## src/rtl/crs_params.svh

```systemverilog
// Purpose: Constants for the processor application register set.
// Assumes: Included by the package user files by bare name.
// Notes:   Definitions only; the guard stops double inclusion.
`ifndef CRS_PARAMS_SVH
`define CRS_PARAMS_SVH

// ----------------------------------------------------------------------------
// Widths and field positions
// ----------------------------------------------------------------------------
`define CRS_WORD_W 16
`define CRS_PHYS_W 24
`define CRS_LO_MSB 7
`define CRS_HI_LSB 8
`define CRS_HI_MSB 15

// ----------------------------------------------------------------------------
// General register indices (byte aliases use index bit 2 for the high half)
// ----------------------------------------------------------------------------
`define CRS_GPR_ACCUMULATOR 3'h0
`define CRS_GPR_COUNT 3'h1
`define CRS_GPR_DATA 3'h2
`define CRS_GPR_BASE 3'h3
`define CRS_GPR_STACK_TOP 3'h4
`define CRS_GPR_FRAME_BASE 3'h5
`define CRS_GPR_SRC_INDEX 3'h6
`define CRS_GPR_DEST_INDEX 3'h7

// ----------------------------------------------------------------------------
// Reset values
// ----------------------------------------------------------------------------
`define CRS_GPR_RST 16'h0000
`define CRS_SEG_RST 16'h0000
`define CRS_CODE_SEL_RST 16'h0000
`define CRS_INSTR_PTR_RST 16'h0000

`endif

```

## src/rtl/crs_pkg.sv

```systemverilog
// Purpose: Types shared by the application register set files.
// Assumes: crs_params.svh is on the include path.
// Notes:   Segment kind codes follow enum order.
package crs_pkg;

   // -------------------------------------------------------------------------
   // Types
   // -------------------------------------------------------------------------
   // Kind of segment selector register.
   typedef enum logic [1:0] {
      CRS_SEG_EXTRA,
      CRS_SEG_CODE,
      CRS_SEG_STACK,
      CRS_SEG_DATA
   } crs_seg_type;

   // One 16-bit word.
   typedef logic [15:0] crs_word_type;

   // Complete state of the register set.
   typedef struct packed {
      logic [7:0][15:0] gpr;
      logic [3:0][15:0] seg;
      logic [15:0] instruction_pointer;
      logic [15:0] rd_a;
      logic [15:0] rd_b;
      logic [31:0] fetch_ptr;
      logic [23:0] fetch_phys;
      logic [31:0] ea_ptr;
      logic [23:0] ea_phys;
      logic ea_valid;
      logic seg_refused;
   } crs_state_type;

endpackage : crs_pkg

```

## src/rtl/crs_addr_form.sv

```systemverilog
// Purpose: Forms a 32-bit pointer and a physical address from selector and offset.
// Assumes: Purely combinational; the caller registers the results.
// Notes:   Protected mode takes the segment base from an outside translation stage.
`timescale 1ns/1ps
`default_nettype none
`include "crs_params.svh"

module crs_addr_form (
   input wire logic [15:0] selector_i,
   input wire logic [15:0] offset_i,
   input wire logic prot_mode_i,
   input wire logic [23:0] xlat_base_i,
   output logic [31:0] ptr_o,
   output logic [23:0] phys_o
);
   import crs_pkg::*;

   // -------------------------------------------------------------------------
   // Address forming
   // -------------------------------------------------------------------------
   logic [23:0] real_base;
   logic [23:0] off_ext;

   // Selector is the upper half of the pointer, offset the lower half.
   assign ptr_o = {selector_i, offset_i};
   // Real mode reads the selector as a paragraph address of the segment.
   assign real_base = {4'h0, selector_i, 4'h0};
   assign off_ext = {8'h00, offset_i};
   // Protected mode adds the offset to the translated segment base.
   assign phys_o = prot_mode_i ? (xlat_base_i + off_ext) : (real_base + off_ext);

endmodule : crs_addr_form
`default_nettype wire

```

## src/rtl/crs_reg_set.sv

```systemverilog
// Purpose: Application register set: general registers, selectors, fetch and
//          operand address forming for the execution unit.
// Assumes: All inputs are synchronous to sys_clk_i; one write per port per cycle.
// Notes:   Reads are registered and see the value before a same-cycle write.
//
// Notes on behaviour
// - Eight general registers, sixteen bits each, hold arithmetic and logic operands.
// - Any general register can be a source or destination operand.
// - Four general registers each have a high and a low byte alias.
// - Those four registers are reachable as a word or as two bytes.
// - Stack top and frame base registers hold stack offsets.
// - Four selector registers: code, stack, data and extra segments.
// - The full 16-bit selector value names the current segment.
// - Pointer is selector in the upper half, offset in the lower half.
// - Elements in a segment are addressed by a 16-bit offset from its base.
// - Fetch uses code selector and instruction pointer as a 32-bit pointer.
// - Code selector changes only by control transfer, interrupt or trap.
// - Stack accesses use the stack selector, usually with stack or frame offsets.
// - Stack selector can be loaded by explicit load instructions.
// - Data and extra selectors can be loaded at any time.
// - Data offsets come from a displacement and/or base and index registers.
// - In real mode the selector directly gives the segment's physical address.
// - In protected mode a translation stage maps logical to physical addresses.
`timescale 1ns/1ps
`default_nettype none
`include "crs_params.svh"

module crs_reg_set (
   input wire logic sys_clk_i,
   input wire logic srst_i,
   input wire logic [2:0] rd_a_sel_i,
   input wire logic rd_a_byte_i,
   input wire logic [2:0] rd_b_sel_i,
   input wire logic rd_b_byte_i,
   output logic [15:0] rd_a_data_o,
   output logic [15:0] rd_b_data_o,
   input wire logic wr_en_i,
   input wire logic wr_byte_i,
   input wire logic [2:0] wr_sel_i,
   input wire logic [15:0] wr_data_i,
   input wire logic seg_wr_en_i,
   input wire crs_pkg::crs_seg_type seg_wr_sel_i,
   input wire logic seg_wr_xfer_i,
   input wire logic [15:0] seg_wr_data_i,
   output logic seg_refused_o,
   input wire logic instruction_pointer_load_i,
   input wire logic [15:0] instruction_pointer_data_i,
   input wire logic instruction_pointer_adv_i,
   input wire logic [3:0] instruction_pointer_len_i,
   input wire logic prot_mode_i,
   input wire logic [23:0] code_xlat_base_i,
   input wire logic [23:0] oper_xlat_base_i,
   output logic [31:0] fetch_ptr_o,
   output logic [23:0] fetch_phys_o,
   input wire logic ea_req_i,
   input wire logic ea_stack_i,
   input wire crs_pkg::crs_seg_type ea_seg_i,
   input wire logic ea_base_en_i,
   input wire logic [2:0] ea_base_sel_i,
   input wire logic ea_index_en_i,
   input wire logic [2:0] ea_index_sel_i,
   input wire logic [15:0] ea_disp_i,
   output logic [31:0] ea_ptr_o,
   output logic [23:0] ea_phys_o,
   output logic ea_valid_o
);
   import crs_pkg::*;

   // -------------------------------------------------------------------------
   // Helpers
   // -------------------------------------------------------------------------
   // Reads a register as a word, or as a byte alias zero-extended.
   // Byte index 0..3 is a low byte, 4..7 the high byte of register index[1:0].
   function automatic crs_word_type crs_read(input logic [7:0][15:0] regs,
                                             input logic [2:0] idx,
                                             input logic as_byte);
      crs_word_type w;
      w = regs[{1'b0, idx[1:0]}];
      if (!as_byte) begin
         crs_read = regs[idx];
      end else if (idx[2]) begin
         crs_read = {8'h00, w[`CRS_HI_MSB:`CRS_HI_LSB]};
      end else begin
         crs_read = {8'h00, w[`CRS_LO_MSB:0]};
      end
   endfunction : crs_read

   // -------------------------------------------------------------------------
   // State and address forming
   // -------------------------------------------------------------------------
   crs_state_type st_q;
   crs_state_type st_d;
   logic [15:0] code_sel;
   logic [15:0] oper_sel;
   logic [15:0] oper_off;
   logic [31:0] fetch_ptr;
   logic [23:0] fetch_phys;
   logic [31:0] ea_ptr;
   logic [23:0] ea_phys;

   // Code selector and instruction pointer always form the fetch address.
   assign code_sel = st_q.seg[CRS_SEG_CODE];

   // Stack accesses are bound to the stack selector whatever segment is asked.
   assign oper_sel = ea_stack_i ? st_q.seg[CRS_SEG_STACK] : st_q.seg[ea_seg_i];

   // Offset is displacement plus optional base and index registers.
   assign oper_off = ea_disp_i
                   + (ea_base_en_i ? st_q.gpr[ea_base_sel_i] : 16'h0000)
                   + (ea_index_en_i ? st_q.gpr[ea_index_sel_i] : 16'h0000);

   crs_addr_form u_fetch_form (
      .selector_i(code_sel),
      .offset_i(st_q.instruction_pointer),
      .prot_mode_i(prot_mode_i),
      .xlat_base_i(code_xlat_base_i),
      .ptr_o(fetch_ptr),
      .phys_o(fetch_phys)
   );

   crs_addr_form u_oper_form (
      .selector_i(oper_sel),
      .offset_i(oper_off),
      .prot_mode_i(prot_mode_i),
      .xlat_base_i(oper_xlat_base_i),
      .ptr_o(ea_ptr),
      .phys_o(ea_phys)
   );

   // -------------------------------------------------------------------------
   // Next-state logic
   // -------------------------------------------------------------------------
   // Computes register writes, selector loads, pointer advance and outputs.
   always_comb begin
      st_d = st_q;
      st_d.seg_refused = 1'b0;
      st_d.ea_valid = ea_req_i;

      // General register write as a whole word or through a byte alias.
      if (wr_en_i) begin
         if (!wr_byte_i) begin
            st_d.gpr[wr_sel_i] = wr_data_i;
         end else if (wr_sel_i[2]) begin
            st_d.gpr[{1'b0, wr_sel_i[1:0]}][`CRS_HI_MSB:`CRS_HI_LSB] =
               wr_data_i[`CRS_LO_MSB:0];
         end else begin
            st_d.gpr[{1'b0, wr_sel_i[1:0]}][`CRS_LO_MSB:0] = wr_data_i[`CRS_LO_MSB:0];
         end
      end

      // Selector loads; the code selector refuses ordinary moves.
      if (seg_wr_en_i) begin
         unique case (seg_wr_sel_i)
            CRS_SEG_CODE: begin
               if (seg_wr_xfer_i) begin
                  st_d.seg[CRS_SEG_CODE] = seg_wr_data_i;
               end else begin
                  st_d.seg_refused = 1'b1;
               end
            end
            CRS_SEG_STACK: begin
               st_d.seg[CRS_SEG_STACK] = seg_wr_data_i;
            end
            CRS_SEG_DATA, CRS_SEG_EXTRA: begin
               st_d.seg[seg_wr_sel_i] = seg_wr_data_i;
            end
         endcase
      end

      // A control transfer load wins over a sequential advance.
      if (instruction_pointer_load_i) begin
         st_d.instruction_pointer = instruction_pointer_data_i;
      end else if (instruction_pointer_adv_i) begin
         st_d.instruction_pointer = st_q.instruction_pointer
                                  + {12'h000, instruction_pointer_len_i};
      end

      // Registered read ports show the value before any same-cycle write.
      st_d.rd_a = crs_read(st_q.gpr, rd_a_sel_i, rd_a_byte_i);
      st_d.rd_b = crs_read(st_q.gpr, rd_b_sel_i, rd_b_byte_i);

      // Fetch address is refreshed every cycle from the current state.
      st_d.fetch_ptr = fetch_ptr;
      st_d.fetch_phys = fetch_phys;

      // Operand address is held until the next request.
      if (ea_req_i) begin
         st_d.ea_ptr = ea_ptr;
         st_d.ea_phys = ea_phys;
      end
   end

   // -------------------------------------------------------------------------
   // State register
   // -------------------------------------------------------------------------
   // Synchronous reset gives every register a defined value.
   always_ff @(posedge sys_clk_i) begin
      if (srst_i) begin
         st_q <= '0;
         for (int i = 0; i < 8; i++) begin
            st_q.gpr[i] <= `CRS_GPR_RST;
         end
         st_q.seg[CRS_SEG_EXTRA] <= `CRS_SEG_RST;
         st_q.seg[CRS_SEG_STACK] <= `CRS_SEG_RST;
         st_q.seg[CRS_SEG_DATA] <= `CRS_SEG_RST;
         st_q.seg[CRS_SEG_CODE] <= `CRS_CODE_SEL_RST;
         st_q.instruction_pointer <= `CRS_INSTR_PTR_RST;
      end else begin
         st_q <= st_d;
      end
   end

   // Outputs come straight from the state register.
   assign rd_a_data_o = st_q.rd_a;
   assign rd_b_data_o = st_q.rd_b;
   assign seg_refused_o = st_q.seg_refused;
   assign fetch_ptr_o = st_q.fetch_ptr;
   assign fetch_phys_o = st_q.fetch_phys;
   assign ea_ptr_o = st_q.ea_ptr;
   assign ea_phys_o = st_q.ea_phys;
   assign ea_valid_o = st_q.ea_valid;
endmodule : crs_reg_set
`default_nettype wire

```

## config.mk

```make
export PLATFORM = sky130hd
export DESIGN_NAME = crs_reg_set
export DESIGN_NICKNAME = d
export VERILOG_FILES = /design/src/rtl/crs_pkg.sv /design/src/rtl/crs_addr_form.sv /design/src/rtl/crs_reg_set.sv
export VERILOG_INCLUDE_DIRS = /design/src /design/src/rtl
export SDC_FILE = /design/constraint.sdc
export NUM_CORES = 1
export LEC_CHECK = 0
export BUFFER_PORTS_ARGS = -buffer_cell sky130_fd_sc_hd__buf_4
export CORE_MARGIN = 1
export CORE_UTILIZATION = 40
export DETAILED_ROUTE_END_ITERATION = 6
export PLACE_DENSITY = 0.56
export SETUP_SLACK_MARGIN = 0.5
export SYNTH_ARGS = -nofsm -noshare
export SYNTH_HDL_FRONTEND = slang
export SYNTH_SLANG_ARGS = --single-unit
```

## constraint.sdc

```tcl
create_clock -name sys_clk_i -period 16.2 [get_ports sys_clk_i]
set_input_delay 1.62 -clock sys_clk_i [delete_from_list [all_inputs] [get_ports sys_clk_i]]
set_output_delay 1.62 -clock sys_clk_i [all_outputs]
set_load 0.01 [all_outputs]
```

==> results.yml <==
clocking:
  cts_root_buf: "clkbuf_16"
  postCtsSetupBuffers: 0
  clk_latency_ns: 0.57
  cts_max_path_buffers: 3
  cts_tree: "built"
  path_clk_slew_ns: 0.06
  cts-resized-gates: 0
  cts_sinks: 354
  cts_made_buffers: 41
  cts.hold.buffers_added: 0
  htreeDepth: 2
min_path:
  min_to: "st_q[199]"
  hold_depth: 2
  holdCritPathClass: "flop to flop"
  hold_start: "st_q[199]"
synthesis:
  syn-num-nets: 2637
  synth.distinct_cells: 73
  syn_area_um2: 21590
  synthFlopType: "dfxtp_1"
  ys_top_cells_by_area: "dfxtp_1 (33%), mux4_2 (13%), mux2i_1 (6.4%)"
  ys_async_sr_fraction_pct: 0
  synthAdderAreaFrac_pct: 6.583
  synth_top_family_by_area: "multiplexers"
  synthXorXnorAreaFrac_pct: 3.488
  ys_seq_area_share_pct: 32.82
  synth-compound-area-share_pct: 13.18
  synth.avg_cell_area_um2: 9.049
  synth_top_area_cell: "dfxtp_1"
  yosys.area_share.simple_pct: 15.77
  synth_common_cells: "dfxtp_1 (354), nand2_1 (352), nor2_1 (255), a21oi_1 (222), buf_4 (144)"
  ys_ff_latch: 354
  synth_top_area_share_pct: 32.82
  synth-edff-count: 0
  muxShareOfSynthArea_pct: 19.91
  synth.most_common_cell: "dfxtp_1"
  yosysWarnings: 0
  syn_inst: 2386
critical_path:
  cp_data_arrival_time_ns: 7.18
  critPathBufInv: 1
  cp-start-kind: "input port"
  rrSetupSlack_ns: 10.81
  cp_top_family: "compound AO/OA/AOI/OAI gates"
  setup.worst_path.class: "input port to flop"
  cp_cell_sequence: "buf_4 -> mux4_2 -> mux2i_1 -> nor2b_1 -> fa_1 -> ha_1 -> fa_1 -> a211oi_1 -> nor2_1 -> o41ai_2 -> o21ai_1 -> o41ai_2 -> xnor2_1 -> ha_1 -> a22o_1 -> nor4_1 -> a21oi_1 -> a31o_2 -> xor2_1 -> a222oi_1 -> nor2_1"
  r2r-end: "ea_phys_o[16]"
  crit_fanout: 32
  worstRegToRegCells: 20
  reg2reg_from: "st_q[274]"
  cpPeakStageDelay_ns: 0.58
  cp-end-kind: "flop"
  crit_slowest_cell: "mux4_2"
  required_ns: 16.62
global_route:
  grt_util_all_layers_pct: 25.35
  grt_overflow_total: 0
  first_global_vias: 17410
  grt_pass1_wl_um: 105600
  grt_max_degree: 195
  antenna_found_initial: 3
run:
  maxCapViolCount: 0
drt:
  wl_per_cell_um: 22.30
  routed_via_density: 5.649
  drt-pass1-iter-count: 5
  route.detailed.drc: 0
  routed_wl_um: 70510
  drt-initial-drc-count: 1546
  vias: 17860
  drtAntennaViolNets: 0
sta:
  setup_tns_ns: 0
  worst_pin_slew_ns: 1.213
  period_share_pct: 41.73
  min_period_ns: 6.760
  finalSetupViolations: 0
  drv_slew: 0
  rsz0062_at_grt: "false"
  max_freq_mhz: 147.9
  max_slew_margin_pct: 18.53
  hold_viol: 0
  skew_ns: 0.01495
floorplanning:
  rows: 84
  core_area_um2: 52970
  dieHeight_um: 234.3
  io_pins: 296
  die-area_um2: 54910
  fp.dieW_um: 234.3
  start_util_pct: 40.76
finish:
  post-route-util_pct: 46.34
  area_growth_pct: 13.68
  fin_nets: 2693
  drive_above_1_share_pct: 21.31
power:
  p_leak_uw: 0.009716
  powerDensity_nw_per_um2: 95.04
  vdd_drop_max_mv: 0.06713
placement:
  port_buffers: 295
  dp_hpwl_um: 50630
  gp_congestion: 0.9014
status:
  status: "completed"
==> power by group <==
group,internal [uW],switching [uW]
Clock,610,398
Combinational,167,228
Sequential,904,25.6
==> worst max path at each step <==
stage	startpoint	end	slack, ns	depth (start not counted)
after global routing	ea_index_sel_i[0]	ea_phys_o[16]	9.02	21
final	ea_index_sel_i[0]	ea_phys_o[16]	9.44	21
after detailed placement	ea_index_sel_i[0]	ea_phys_o[16]	8.84	21
after global placement	ea_index_sel_i[0]	ea_phys_o[16]	8.92	21
after CTS	ea_index_sel_i[0]	ea_phys_o[16]	9.43	21
after floorplan	ea_index_sel_i[0]	ea_phys_o[16]	9.60	22
==> per-layer routing <==
metal | up-vias | global-route usage [%] | part of all wire [%]
met5 | - | 0 | 0.024
met4 | 2 | 8.508 | 3.0
met3 | 126 | 4.341 | 7.0
met2 | 663 | 42.87 | 48
met1 | 8662 | 32.59 | 42
li1 | 8410 | - | -
==> cells by family (layout without fill, tap and decap cells) <==
family / count (synthesis) / count (layout)
and+or+nand+nor: 793 / 793
AOI/OAI and AO/OA: 460 / 460
DFF: 354 / 354
buffers and inverters: 323 / 410
muxes: 269 / 269
adders and majority gates: 101 / 101
xor gates and xnor gates: 86 / 86
other: 0 / 1
==> tightest hold or removal path, stage by stage (launching register included) <==
cell and delay (ns):
dfxtp_1 0.31, nand2_1 0.05, a21oi_1 0.05
==> placed cells by master, fill, tap and decap left out, drive strengths merged, types with 5 or more instances in the layout <==
cell and count:
o21a 10, nand2 352, a21o 16, clkbuf 57, nor2b 63, nor2 255, nand3 21, o41ai 5
buf 302, clkinv 8, a31oi 7, nand3b 5, nand4 11, a211oi 79, nor3 33, o211ai 6
and3 11, o21bai 5, a22oi 11, or2 9, nand2b 13, mux2i 137, o22ai 6, inv 37
dfxtp 354, xnor2 44, a21oi 222, mux4 128, fa 21, xor2 42, and2 7, o21ai 59
ha 80, bufinv 6
==> stage by stage <==
stage	cell area (um^2)	power (uW)	setup slack, ns	std cells	hold slack, ns
floorplan	21590	1214	9.597	2386	0.4263
global placement	23090	1335	8.923	3087	0.4407
detailed placement	23090	1342	8.838	3087	0.4467
CTS	24540	2350	9.429	3161	0.4546
global route	24540	2422	9.021	3162	0.4737
finish	24540	2333	9.440	3162	0.4528
==> flip-flops by register name, summed over array words and instances, names as in the netlist <==
name and flops:
st_q 192, ea_ptr_o 32, fetch_ptr_o 32, ea_phys_o 24
fetch_phys_o 24, code_sel 16, rd_a_data_o 16, rd_b_data_o 16
ea_valid_o 1, seg_refused_o 1
==> layout make-up <==
type                            instances  area, um^2
Fill cell                            5094       28430
Multi-Input combinational cell       1709       12730
Sequential cell                       354        7087
Timing Repair Buffer                  302        2287
Clock buffer                           57        1186
Tap cell                              688       860.8
Clock inverter                         17       261.5
Inverter                               34       127.6
Antenna cell                            1       2.502
Power figures use the tool's default switching activity.
